[src/caf_pkg.sv]
// Package for the consequent action filter: types and constants
package caf_pkg;

    // Persistence counts for frame alignment and alarm indication
    localparam int unsigned CAF_INFRAME_COUNT = 3;
    localparam int unsigned CAF_OOF_COUNT = 5;
    localparam int unsigned CAF_AIS_FRAMES = 3;
    localparam int unsigned CAF_CNT_W = 3;

    // Alignment-loss source selection
    typedef enum logic [1:0] {
        CAF_LOA_FRAME = 2'h0,
        CAF_LOA_MULTIFRAME = 2'h1,
        CAF_LOA_POINTER = 2'h3
    } caf_loa_sel_e;

    // Frame persistence states
    typedef enum logic {
        CAF_OOF = 1'b0,
        CAF_IN_FRAME = 1'b1
    } caf_frame_e;

    // Defects seen by the termination sink
    typedef struct packed {
        logic signal_loss_defect;
        logic trace_mismatch_defect;
        logic server_fail_in;
        logic code_group_fail_anomaly;
    } caf_tt_in_s;

    // Defects seen by the adaptation sink
    typedef struct packed {
        logic payload_mismatch_defect;
        logic multiframe_loss_defect;
        logic pointer_loss_defect;
        logic trail_fail_in;
        logic not_active;
    } caf_as_in_s;

    // Action requests
    typedef struct packed {
        logic tt_alarm_insert_req;
        logic trail_fail_out;
        logic code_group_fail_out;
        logic as_alarm_insert_req;
        logic server_fail_out;
        logic align_hunt_enable;
        logic port_trail_fail_out;
        logic so_alarm_insert_req;
    } caf_act_s;

    localparam caf_act_s CAF_ACT_RESET = '0;

endpackage

[src/caf_filter.sv]
// Consequent action filter: defect persistence and action requests
`timescale 1ns/1ns
module caf_filter
    import caf_pkg::*;
#(
    parameter int unsigned DATA_W = 8,
    parameter bit HAS_AIS_DETECT = 1'b1,
    parameter caf_loa_sel_e LOA_SEL = CAF_LOA_FRAME
) (
    input wire logic clock,                   // 20 MHz system clock
    input wire logic reset_n,                 // Synchronous reset, low
    input wire logic align_opportunity,       // Frame alignment opportunity strobe
    input wire logic frame_loss_anomaly,      // Alignment failed on opportunity
    input wire logic frame_tick,              // One pulse per frame
    input wire logic alarm_indication_anomaly, // Alarm pattern seen this frame
    input wire caf_tt_in_s tt_in,             // Termination sink defects
    input wire caf_as_in_s as_in,             // Adaptation sink defects
    input wire logic so_server_fail_in,       // Server fail into adaptation source
    input wire logic [DATA_W-1:0] rx_data,    // Received traffic word
    output caf_act_s act,                     // Registered action requests
    output logic frame_loss_defect,           // Out-of-frame state
    output logic alarm_indication_defect,     // Filtered alarm defect
    output logic [DATA_W-1:0] tx_data         // Traffic or all-ones
);

    // Refuse parameters that the datapath or counters cannot serve
    if (DATA_W < 1) begin : g_bad_width
        $error("caf_filter: DATA_W must be at least 1");
    end
    if (CAF_INFRAME_COUNT < 1 || CAF_INFRAME_COUNT > (1 << CAF_CNT_W)) begin : g_bad_in_count
        $error("caf_filter: in-frame count does not fit the counter");
    end
    if (CAF_OOF_COUNT < 1 || CAF_OOF_COUNT > (1 << CAF_CNT_W)) begin : g_bad_out_count
        $error("caf_filter: out-of-frame count does not fit the counter");
    end
    if (CAF_AIS_FRAMES >= (1 << CAF_CNT_W)) begin : g_bad_ais_count
        $error("caf_filter: alarm persistence does not fit the counter");
    end
    if (LOA_SEL != CAF_LOA_FRAME && LOA_SEL != CAF_LOA_MULTIFRAME
        && LOA_SEL != CAF_LOA_POINTER) begin : g_bad_loa_sel
        $error("caf_filter: unknown alignment-loss source");
    end

    // Last count value before each persistence decision
    localparam logic [CAF_CNT_W-1:0] IN_LAST = CAF_CNT_W'(CAF_INFRAME_COUNT - 1);
    localparam logic [CAF_CNT_W-1:0] OUT_LAST = CAF_CNT_W'(CAF_OOF_COUNT - 1);
    localparam logic [CAF_CNT_W-1:0] AIS_LAST = CAF_CNT_W'(CAF_AIS_FRAMES);

    // Persistence state and output registers
    caf_frame_e frame_q, frame_d;
    logic [CAF_CNT_W-1:0] frm_cnt_q, frm_cnt_d;
    logic [CAF_CNT_W-1:0] ais_cnt_q, ais_cnt_d;
    logic ais_def_q, ais_def_d;
    caf_act_s act_q, act_d;
    logic [DATA_W-1:0] tx_q;

    // Combinational terms
    wire logic [DATA_W-1:0] tx_d;
    logic loa;
    logic ais_term;
    logic adapt_fail;

    // Frame persistence machine
    always_comb begin
        frame_d = frame_q;
        frm_cnt_d = frm_cnt_q;
        // Anomaly counts only on an opportunity
        if (align_opportunity) begin
            unique case (frame_q)
                CAF_OOF: begin
                    if (frame_loss_anomaly) begin
                        // A failed opportunity restarts the clean run
                        frm_cnt_d = '0;
                    end else if (frm_cnt_q == IN_LAST) begin
                        frame_d = CAF_IN_FRAME;
                        frm_cnt_d = '0;
                    end else begin
                        frm_cnt_d = frm_cnt_q + 1'b1;
                    end
                end
                CAF_IN_FRAME: begin
                    if (!frame_loss_anomaly) begin
                        // A clean opportunity restarts the failed run
                        frm_cnt_d = '0;
                    end else if (frm_cnt_q == OUT_LAST) begin
                        frame_d = CAF_OOF;
                        frm_cnt_d = '0;
                    end else begin
                        frm_cnt_d = frm_cnt_q + 1'b1;
                    end
                end
            endcase
        end
    end

    // Frame state register
    always_ff @(posedge clock) begin
        if (!reset_n) begin
            frame_q <= CAF_OOF;
            frm_cnt_q <= '0;
        end else begin
            frame_q <= frame_d;
            frm_cnt_q <= frm_cnt_d;
        end
    end

    // Defect flag is the out-of-frame state
    assign frame_loss_defect = (frame_q == CAF_OOF);

    // Alarm indication persistence over frames
    always_comb begin
        ais_cnt_d = ais_cnt_q;
        ais_def_d = ais_def_q;
        // Anomaly counts only on a frame tick
        if (frame_tick) begin
            if (!alarm_indication_anomaly) begin
                // One clean frame ends the defect at once
                ais_cnt_d = '0;
                ais_def_d = 1'b0;
            end else if (ais_cnt_q == AIS_LAST) begin
                // Counter holds; defect stays while the anomaly lasts
                ais_def_d = 1'b1;
            end else begin
                ais_cnt_d = ais_cnt_q + 1'b1;
            end
        end
    end

    // Alarm persistence register
    always_ff @(posedge clock) begin
        if (!reset_n) begin
            ais_cnt_q <= '0;
            ais_def_q <= 1'b0;
        end else begin
            ais_cnt_q <= ais_cnt_d;
            ais_def_q <= ais_def_d;
        end
    end

    // Filtered alarm defect to the port
    assign alarm_indication_defect = ais_def_q;

    // Alignment loss source for this adaptation
    always_comb begin
        unique case (LOA_SEL)
            CAF_LOA_MULTIFRAME: loa = as_in.multiframe_loss_defect;
            CAF_LOA_POINTER: loa = as_in.pointer_loss_defect;
            default: loa = frame_loss_defect;
        endcase
    end

    // Own alarm detector, or the upstream trail fail in its place
    assign ais_term = HAS_AIS_DETECT ? ais_def_q : as_in.trail_fail_in;

    // Terms shared by sink insertion and server fail
    assign adapt_fail = as_in.payload_mismatch_defect
        | loa
        | ais_term;

    // Action request equations
    always_comb begin
        // Termination sink
        act_d.tt_alarm_insert_req = ais_def_q
            | tt_in.signal_loss_defect;
        act_d.trail_fail_out = tt_in.server_fail_in
            | tt_in.signal_loss_defect
            | tt_in.trace_mismatch_defect;
        // Adaptation source
        act_d.so_alarm_insert_req = so_server_fail_in;
        // Adaptation sink
        act_d.as_alarm_insert_req = adapt_fail | as_in.not_active;
        act_d.server_fail_out = adapt_fail;
        // Block-coded line
        act_d.code_group_fail_out = tt_in.code_group_fail_anomaly;
        act_d.align_hunt_enable = frame_loss_defect;
        // Port state toward management
        act_d.port_trail_fail_out = frame_loss_defect
            | as_in.trail_fail_in
            | as_in.not_active;
    end

    // All-ones insertion, one gate per traffic bit
    for (genvar b = 0; b < DATA_W; b++) begin : g_insert
        assign tx_d[b] = act_d.as_alarm_insert_req | rx_data[b];
    end

    // Action request register, one stage
    always_ff @(posedge clock) begin
        if (!reset_n) begin
            act_q <= CAF_ACT_RESET;
        end else begin
            act_q <= act_d;
        end
    end

    // Traffic register, quiet in reset
    always_ff @(posedge clock) begin
        if (!reset_n) begin
            tx_q <= '0;
        end else begin
            tx_q <= tx_d;
        end
    end

    // Registered outputs to the ports
    assign act = act_q;
    assign tx_data = tx_q;

endmodule

[config.mk]
export PLATFORM = sky130hd
export DESIGN_NAME = caf_filter
export DESIGN_NICKNAME = d
export VERILOG_FILES = /design/src/caf_pkg.sv /design/src/caf_filter.sv
export SDC_FILE = /design/constraint.sdc
export NUM_CORES = 1
export LEC_CHECK = 0
export ABC_AREA = 1
export BUFFER_PORTS_ARGS = -buffer_cell sky130_fd_sc_hd__buf_2
export CAP_MARGIN = 10
export CORE_MARGIN = 4
export CORE_UTILIZATION = 40
export CTS_CLUSTER_DIAMETER = 60
export DETAILED_ROUTE_END_ITERATION = 10
export GPL_TIMING_DRIVEN = 0
export PLACE_DENSITY = 0.72
export SLEW_MARGIN = 20
export SYNTH_ARGS = -nofsm -noshare
export SYNTH_HDL_FRONTEND = slang
export SYNTH_SLANG_ARGS = --single-unit
[constraint.sdc]
create_clock -name clock -period 1.29 [get_ports clock]
set_clock_uncertainty 0.1 [all_clocks]
set_input_delay 0.258 -clock clock [delete_from_list [all_inputs] [get_ports clock]]
set_output_delay 0.258 -clock clock [all_outputs]
set_load 0.1 [all_outputs]
### Word-level counts from Yosys, hierarchy flattened

Cells that the tools add are included.

* output and inout port bits: 18
* bits in registers: 24
* word-level logic and storage cells: 53

* add/sub/neg operators: 2
* reductions and logical operators: 2
* eq/ne operators: 5
* multiplexer cells: 14
* bitwise gates (word level): 17

Operator list (number)
* two-way mux 3 bit: 6
* bitwise OR 1 bit: 16
* adder 3 x 1 -> 3 bit, second input constant: 2
* == test 3 x 2 -> 1 bit, second input constant: 2
* two-way mux 1 bit: 6
* one-hot mux 3 bit (2 select lines): 1
* AND reduction 2 bit: 2
* == test 3 bit, second input constant: 1
* != test 2 x 1 -> 1 bit, second input constant: 1
* != test 2 bit, second input constant: 1
* one-hot mux 1 bit (2 select lines): 1
* NOT 1 bit: 1

### Longest topological paths before layout

Gate-level depths: netlist (run 1).

* depth in word-level cells: 5
* gate-level depth with buffers: 7

### Least setup slack after synthesis (run 1)

OpenSTA, ideal clock, no wires.

* path kind: reg-to-reg
* from: register ais_def_q, in the netlist alarm_indication_defect
* to: register tx_q[0], in the netlist tx_data[0]
* data arrival time: 1372 ps
* path slack: -241 ps
* path buffers: 0
* stages on the path, launching flop included: 5
* library setup time: 58 ps
* period minus slack after synthesis: 1531 ps
* path through: dfxtp_1 -> inv_1 -> nand2_2 -> o21ai_4 -> nand2_1

* word-level cells in the longest chain between the ends: 3

Ends and longest elaborated chain
* start, declared: line caf_filter.sv:53 `logic ais_def_q, ais_def_d;`
* start signal, assigned: line caf_filter.sv:136 `ais_def_q <= ais_def_d;`
* bitwise OR 1 bit: line caf_filter.sv:158 `| ais_term;`
* bitwise OR 1 bit: line caf_filter.sv:171 `act_d.as_alarm_insert_req = adapt_fail | as_in.not_active;`
* bitwise OR 1 bit: line caf_filter.sv:184 `assign tx_d[b] = act_d.as_alarm_insert_req | rx_data[b];`
* end signal, assigned: line caf_filter.sv:201 `tx_q <= tx_d;`
* end, declared: line caf_filter.sv:55 `logic [DATA_W-1:0] tx_q;`

Every way passes these cells.
A chain may end at the register's enable or synchronous reset.

### Worst setup path in the final report (run 1)

* from: register frame_q
* to: output port frame_loss_defect

* word-level cells in the longest chain between the ends: 1

Ends and longest elaborated chain
* start, declared: line caf_filter.sv:50 `caf_frame_e frame_q, frame_d;`
* start signal, assigned: line caf_filter.sv:102 `frame_q <= frame_d;`
* NOT 1 bit
* end, declared: line caf_filter.sv:21 `output logic frame_loss_defect,`

Every way passes these cells.

==> results.yml, run 1 <==
min_path:
  worstHoldPathType: "in -> reg"
  worstHoldPathCells: 3
floorplanning:
  die_h_microns: 56.34
  coreArea_sq_um: 2212
  initial_core_util_pct: 42.25
  rows: 17
  die_area_sq_um: 3174
  ioPinCount: 42
  die_w_microns: 56.34
detailed_routing:
  wl_per_cell_microns: 11.60
  routed_wl_mm: 2.170
  drtIter0Drc: 13
  ant_nets: 0
  firstDrtPassIters: 4
  via_per_inst: 4.583
  via_count: 857
  drc: 0
cells_and_area:
  post-route-util_pct: 65.67
  final_area_sq_um: 1453
  fillers: 187
  area_growth_pct: 55.42
  regArea_sq_um: 490.5
  nNetsFinal: 190
  multi_input_area_sq_um: 415.4
  drive_gt1_share_pct: 40.88
  antenna_cells: 0
global_route:
  antenna_found_initial: 0
  first_global_vias: 813
  grt.overflow.total: 0
  track_usage_pct: 12.98
  grt_pass1_wl_mm: 3.346
  grt_max_degree: 15
sta:
  final-setup-viol-count: 1
  post-route-min-period_ns: 1.297
  rsz0062_at_grt: "yes"
  fmax_ghz: 0.7709
  max-slew-margin-rel_pct: 76.34
  hold_viol: 0
  tightest_slew_ns: 0.3549
  fin_crit_sh_pct: 100.6
  slew_violations: 0
  setup_ws_ns: -0.007196
worst_setup_path:
  worstPathMaxFanout: 5
  worstSetupStartpointType: "flop"
  path_class: "reg -> out"
  reg2reg_depth: 5
  reg2reg_slack_ns: 0.04
  required_ns: 0.93
  arrival_ns: 0.94
  cp-end-kind: "output port"
clock_tree:
  clkLatencyLatePin_ns: 0.31
  h-tree-depth: 1
  cts_tree: "done"
  cts_buffers: 3
  cts-hold-fix-buffers: 0
  clk_pin_slew_worst_paths_ns: 0.13
  clk_path_buf_depth: 2
  cts.sinks: 24
  cts_root_buffer: "clkbuf_4"
synthesis:
  synth_area_sq_um: 934.6
  ys_seq_area_share_pct: 51.41
  yosys-top-cells-area: "dfxtp_1 51%, nand2_1 12%, ha_1 8.0%"
  ys_top_cells_by_count: "30 x nand2_1, 24 x dfxtp_1, 16 x inv_1"
  avgSynthCellArea_sq_um: 8.199
  synth.distinct_cells: 18
  synthesis.nets: 144
  yosysTopAreaCellShare_pct: 51.41
  synth.most_common_cell: "nand2_1"
  synth_top_cell_by_area: "dfxtp_1"
  syn_inst: 114
  synth_edf_count: 0
  synth_ff_type: "dfxtp_1"
  synth-async-reset-ratio_pct: 0
  ys_seq_elements: 24
  ys_warn_count: 0
placed_design:
  dpl.hpwl_mm: 1.483
  port_buffers: 37
  place_congestion: 0.7158
  place_area_sq_um: 1159
power_and_ir_drop:
  net-switching-power_w: 0.0005935
  p_per_area_nw_per_um2: 1268
  p_leak_nw: 0.6989
  peakVddDrop_v: 0.0006758
  p_sw_share_pct: 32.23
  p_int_w: 0.001248
  power_frac_clock_pct: 29.2
  combPwrFrac_pct: 26.6
  seq_power_share_pct: 44.1
flow_run:
  drv_cap: 0
status:
  status: "complete, but fails checks"
  violations: "negative setup slack"
==> sequential cells by signal (all words and copies together), names as in the netlist <==
| signal | count |
|---|---|
| frame_q | 1 |
| ais_cnt_q | 3 |
| act | 8 |
| tx_data | 8 |
| alarm_indication_defect | 1 |
| frm_cnt_q | 3 |
==> power groups by stage <==
stage	clock network [W]	logic [W]	registers, W
floorplan	0	0.0000942	0.00105
detailed placement	0	0.000413	0.000817
finish	0.000538	0.000491	0.000813
CTS	0.000550	0.000453	0.000807
global placement	0	0.000407	0.000815
global route	0.000581	0.000517	0.000817
==> worst paths after layout <==
check,start,to
max,frame_q$_SDFFE_PN0P_,frame_loss_defect
max reg2reg,ais_cnt_q[0]$_SDFFE_PN0P_,ais_cnt_q[0]$_SDFFE_PN0P_
min reg2reg,ais_cnt_q[2]$_SDFFE_PN0P_,ais_cnt_q[2]$_SDFFE_PN0P_
min,tt_in[0],act[5]$_SDFF_PN0_
==> cell usage in the layout, fill, tap and decap left out, types with 3 or more instances in the layout <==
cell type / n
a21oi_1: 6
buf_12: 3
buf_2: 21
buf_4: 4
buf_6: 9
buf_8: 6
clkbuf_4: 3
dfxtp_1: 18
dfxtp_2: 5
ha_1: 3
inv_1: 16
nand2_1: 28
nand2_2: 3
nand3_1: 7
nor2_1: 8
==> metrics by stage <==
stage               setup WS [ns]  hold WS, ns  setup TNS (ns)  total power, W  cells
floorplan                 0.02302       0.2556               0        0.001145    114
global placement         -0.03425       0.3424        -0.04930        0.001223    179
detailed placement       -0.08849       0.3431         -0.2379        0.001231    179
CTS                      -0.04178      0.01224        -0.04178        0.001811    183
global route             -0.04570      0.01015         -0.1416        0.001915    187
finish                  -0.007196      0.01929       -0.007196        0.001841    187
==> critical path, stage by stage (launching register included) <==
cell and delay [ns]:
dfxtp_4 0.39, inv_6 0.07, buf_12 0.17
==> cell type report <==
cell class	count	share of cell area, %
clock inverter	1	2.067
sequential	24	33.76
inverter	17	4.737
buffer	3	0.9475
multi-input combinational	70	28.60
clock buffer	3	1.550
timing repair buffer	41	25.93
tap	28	2.412
==> kinds of logic after synthesis <==
logic type      share of synthesized area (%)
simple gates                            22.09
flops                                   51.41
buf+inv                                 8.299
compound gates                          7.363
fa+ha+maj                               8.032
xor+xnor                                2.812
==> metal layers <==
layer,global-route usage [%],vias to the layer above,part of all wire (%)
met4,3.051,0,0.60
met2,23.71,37,56
li1,-,437,-
met3,3.908,4,6.5
met5,0,-,0
met1,14.63,379,36
==> what timing repair did <==
| action | CTS | global route |
|---|---|---|
| gates resized for setup | 38 | 27 |
| pin swaps | 1 | 2 |
| setup endpoints to repair | 23 | 19 |
| buffers inserted | 0 | 4 |
No activity file was read; power rests on OpenSTA's default activity.
==> run 2: changes to the inputs <==
--- a/constraint.sdc
+++ b/constraint.sdc
@@ -3,3 +3,3 @@
 set_input_delay 0.258 -clock clock [delete_from_list [all_inputs] [get_ports clock]]
 set_output_delay 0.258 -clock clock [all_outputs]
-set_load 0.1 [all_outputs]
+set_load 0.05 [all_outputs]
==> run 2 against run 1 <==
The run now ends clean. Combinational power is 35% lower. Register-to-register slack better by 0.04 ns. Power is 10% lower. Sequential power decreased by 2%. Worst setup slack improved by 0.016 ns. Worst hold slack improved by 0.0058 ns. Design area fell by 8.8%. Clock power down 1%. Highest routed layer unchanged.
==> results.yml, run 2 (synthesis results as in run 1) <==
status:
  status: "finished, final reports clean"
detailed_routing:
  wl_per_cell_microns: 10.56
  via_count: 852
  firstDrtPassIters: 4
  routed_wl_mm: 1.974
  drtIter0Drc: 19
  ant_nets: 0
  via_per_inst: 4.556
  drc: 0
min_path:
  hold_path_end: "tx_data[5]$_SDFF_PN0_"
  worstHoldPathCells: 3
  worstHoldPathType: "in -> reg"
  holdCritStartpoint: "rx_data[5]"
floorplanning:
  die_w_microns: 56.34
  coreArea_sq_um: 2212
  ioPinCount: 42
  initial_core_util_pct: 42.25
  die_h_microns: 56.34
  rows: 17
  die_area_sq_um: 3174
cells_and_area:
  multi_input_area_sq_um: 404.1
  area_growth_pct: 41.77
  antenna_cells: 0
  nNetsFinal: 190
  layout_common_cells: "29 x nand2_1, 26 x buf_2, 19 x dfxtp_1, 16 x inv_1, 14 x clkbuf_4"
  fillers: 210
  drive_gt1_share_pct: 38.36
  final_area_sq_um: 1325
  post-route-util_pct: 59.90
  regArea_sq_um: 491.7
  final_common_cell: "nand2_1"
sta:
  fmax_ghz: 0.7807
  rsz0062_at_grt: "yes"
  slew_violations: 0
  max-slew-margin-rel_pct: 79.52
  final-setup-viol-count: 0
  tightest_slew_ns: 0.3072
  fin_crit_sh_pct: 99.29
  hold_viol: 0
  post-route-min-period_ns: 1.281
placed_design:
  place_area_sq_um: 1155
  port_buffers: 37
  dpl.hpwl_mm: 1.454
  place_congestion: 0.7259
worst_setup_path:
  arrival_ns: 0.92
  cp-end-kind: "output port"
  r2r-start: "frm_cnt_q[0]$_SDFFE_PN0P_"
  reg2reg_slack_ns: 0.08
  required_ns: 0.93
  path_class: "reg -> out"
  worstPathMaxFanout: 5
  reg2reg_depth: 7
  worstSetupStartpointType: "flop"
  r2r_end: "frm_cnt_q[0]$_SDFFE_PN0P_"
clock_tree:
  cts_tree: "done"
  clk_pin_slew_worst_paths_ns: 0.13
  cts-hold-fix-buffers: 0
  h-tree-depth: 1
  cts.sinks: 24
  clkLatencyLatePin_ns: 0.31
  cts_buffers: 3
  clk_path_buf_depth: 2
  cts_root_buffer: "clkbuf_4"
power_and_ir_drop:
  p_per_area_nw_per_um2: 1247
  p_leak_nw: 0.6535
  peakVddDrop_v: 0.0007736
  power_w: 0.001652
global_route:
  grt_pass1_wl_mm: 3.098
  grt_max_degree: 15
  first_global_vias: 757
  antenna_found_initial: 0
  track_usage_pct: 11.86
  grt.overflow.total: 0
flow_run:
  drv_cap: 0
==> run 2: changes by cell type in the layout (fill, tap and decap cells not counted), sizes merged <==
cell and change:
clkbuf +11, buf -11
==> run 2: stage by stage <==
step           hold WS (ns)  TNS (ns)  std cells  setup WS (ns)
2_1_floorplan        0.2556         0        114        0.02703
3_3_place_gp         0.3469  -0.04426        179       -0.03379
3_5_place_dp         0.3508   -0.1306        179       -0.05263
4_1_cts             0.02235  -0.01512        183       -0.01512
5_1_grt             0.02438  -0.05501        187       -0.02957
6_report            0.02506         0        187       0.009145
==> run 2: metal layers <==
layer	track usage, %	vias to the layer above	routed length, microns
met1	14.55	367	822
met5	0	-	0
met3	4.138	7	173
li1	-	441	-
met4	3.051	0	26
met2	19.70	37	951
==> run 2: where the power goes <==
group | internal [W] | switching, W
registers | 0.000783 | 0.0000167
logic | 0.000108 | 0.000213
clock network | 0.000314 | 0.000218
total | 0.00120 | 0.000447
==> run 2: repair_timing <==
action / CTS / global route
pin swaps: 1 / 0
setup buffers: 0 / 4
gates resized for setup: 10 / 22
setup endpoints to repair: 6 / 19
==> run 2: worst max-delay path, stage by stage, from the launching register on <==
cell and delay (ns):
dfxtp_4 0.39, inv_6 0.08, buf_8 0.14
==> run 2: worst max-delay path by stage <==
stage                         startpoint                        end  cells past startpoint
6_report            frame_q$_SDFFE_PN0P_          frame_loss_defect                      2
3_3_place_gp   ais_cnt_q[0]$_SDFFE_PN0P_  ais_cnt_q[0]$_SDFFE_PN0P_                      5
2_1_floorplan  ais_cnt_q[0]$_SDFFE_PN0P_  ais_cnt_q[0]$_SDFFE_PN0P_                      5
3_5_place_dp   ais_cnt_q[0]$_SDFFE_PN0P_  ais_cnt_q[0]$_SDFFE_PN0P_                      5
4_1_cts             frame_q$_SDFFE_PN0P_          frame_loss_defect                      2
5_1_grt             frame_q$_SDFFE_PN0P_          frame_loss_defect                      2
==> run 2: final cells by class <==
| type | instances | share of cell area (%) |
|---|---|---|
| inverter | 17 | 5.194 |
| buffer | 3 | 1.039 |
| clock buffer | 3 | 1.700 |
| sequential | 24 | 37.11 |
| clock inverter | 1 | 2.266 |
| timing repair buffer | 41 | 19.55 |
| multi-input combinational | 70 | 30.50 |
| tap | 28 | 2.644 |
==> run 3: changes to the inputs <==
Settings changed: SETUP_SLACK_MARGIN set to 0.4.
==> run 3 against run 2 <==
Sequential share of layout area down 5.5 points. Worst hold slack worse by 0.0035 ns. Core utilization up 14 points. Routed wire length up 26%. Design area up 24%. Non-clock buffer count up 1. Critical path depth unchanged. Clock-buffer cell count up 1. Sequential power up 3.0%. Critical path type unchanged. Largest cell class is now multi-input combinational cells.
==> results.yml, run 3 (synthesis results as in run 1) <==
floorplanning:
  rows: 17
  die_area_sq_um: 3174
  coreArea_sq_um: 2212
  die_h_microns: 56.34
  initial_core_util_pct: 42.25
  die_w_microns: 56.34
  ioPinCount: 42
clock_tree:
  cts_buffers: 3
  h-tree-depth: 1
  cts_tree: "done"
  clk_pin_slew_worst_paths_ns: 0.13
  cts_root_buffer: "clkbuf_4"
  cts-hold-fix-buffers: 0
  clkLatencyLatePin_ns: 0.31
  cts.sinks: 24
  clk_path_buf_depth: 2
sta:
  hold_viol: 0
  setup_ws_ns: 0.03092
  fmax_ghz: 0.7942
  final-setup-viol-count: 0
  rsz0062_at_grt: "yes"
  fin_crit_sh_pct: 97.60
  post-route-min-period_ns: 1.259
  max-slew-margin-rel_pct: 76.35
  tightest_slew_ns: 0.3547
  slew_violations: 0
detailed_routing:
  drtIter0Drc: 16
  via_count: 913
  ant_nets: 0
  drc: 0
  firstDrtPassIters: 5
  routed_wl_mm: 2.495
  wl_per_cell_microns: 13.20
  via_per_inst: 4.831
placed_design:
  place_ws_ns: 0.1261
  place_congestion: 0.7133
  port_buffers: 37
  dpl.hpwl_mm: 1.550
worst_setup_path:
  critPathBufInv: 2
  path_cells: "inv_8 > buf_8"
  path_depth: 2
  reg2reg_depth: 5
  arrival_ns: 0.90
  crit_slowest_cell: "dfxtp_4"
  path_class: "reg -> out"
  worstSetupStartpointType: "flop"
  slowest_delay_ns: 0.39
  required_ns: 0.93
  cp-end-kind: "output port"
  worstPathMaxFanout: 3
  critPathTopFamily: "flip-flops"
cells_and_area:
  layout_common_cells: "24 x nand2_1, 20 x buf_2, 18 x dfxtp_2, 18 x buf_8, 14 x inv_1"
  drive_gt1_share_pct: 60.87
  antenna_cells: 0
  fillers: 142
  area_growth_pct: 75.23
  final_common_cell: "nand2_1"
  nNetsFinal: 192
power_and_ir_drop:
  power_w: 0.001581
  p_per_area_nw_per_um2: 965.2
  net-switching-power_w: 0.0004920
  peakVddDrop_v: 0.0005940
  seq_power_share_pct: 52.1
  power_frac_clock_pct: 21.2
  p_sw_share_pct: 31.12
  combPwrFrac_pct: 26.6
  p_int_w: 0.001089
  p_leak_nw: 0.7275
min_path:
  worstHoldPathCells: 3
  worstHoldPathType: "in -> reg"
global_route:
  grt.overflow.total: 0
  grt_max_degree: 14
  track_usage_pct: 14.56
  first_global_vias: 870
  grt_pass1_wl_mm: 3.732
  antenna_found_initial: 0
flow_run:
  drv_cap: 0
status:
  status: "finished, final reports clean"
-- run 3: routing by layer --
metal	track usage [%]	share of wire [%]
met5	0	0
met4	4.068	1.1
met3	3.908	5.5
met2	26.54	55
met1	16.48	39
-- run 3: final timing paths --
path,slack (ns),end,start
max,0.03,frame_loss_defect,frame_q$_SDFFE_PN0P_
min,0.02,tx_data[5]$_SDFF_PN0_,rx_data[5]
max reg2reg,0.07,ais_cnt_q[0]$_SDFFE_PN0P_,ais_cnt_q[1]$_SDFFE_PN0P_
min reg2reg,0.38,ais_cnt_q[2]$_SDFFE_PN0P_,ais_cnt_q[2]$_SDFFE_PN0P_
-- run 3: power by group through the flow --
stage | clock network (W) | logic (W) | registers [W]
2_1_floorplan | 0 | 0.000108 | 0.000941
5_1_grt | 0.000384 | 0.000446 | 0.000829
6_report | 0.000335 | 0.000421 | 0.000824
3_5_place_dp | 0 | 0.000309 | 0.000827
3_3_place_gp | 0 | 0.000303 | 0.000825
4_1_cts | 0.000345 | 0.000385 | 0.000819
-- run 3: per-stage QoR --
stage / util (%) / std cells / TNS [ns] / area, sq um / hold WS (ns)
2_1_floorplan: - / 114 / 0 / 1056 / 0.2556
3_3_place_gp: 57.69 / 179 / 0 / 1276 / 0.3402
3_5_place_dp: 57.69 / 179 / 0 / 1276 / 0.3487
4_1_cts: 69.34 / 187 / 0 / 1534 / 0.02255
5_1_grt: 74.04 / 189 / -0.01746 / 1638 / 0.01010
6_report: 74.04 / 189 / 0 / 1638 / 0.02156
-- run 3: layout make-up --
cell class                      instances  area [sq um]  area share [%]
Multi-Input combinational cell         71         539.3           32.93
Timing Repair Buffer                   42         422.9           25.82
Inverter                               17         76.32           4.660
Tap cell                               28         35.03           2.139
Sequential cell                        24         518.0           31.63
Buffer                                  3         20.02           1.222
Clock buffer                            4         26.28           1.604
-- run 3: tightest hold or removal path: stages --
cell,delay [ns]
buf_2,0.07
nand2_1,0.04
nand2_1,0.05
-- run 3: repair_timing --
| action | in CTS | in global routing |
|---|---|---|
| setup endpoints to repair | 37 | 37 |
| cloned | 1 | 0 |
| endpoints found under the hold margin | 0 | 0 |
| buffers inserted | 3 | 2 |
| resized for setup | 53 | 24 |
| pin swaps | 8 | 10 |
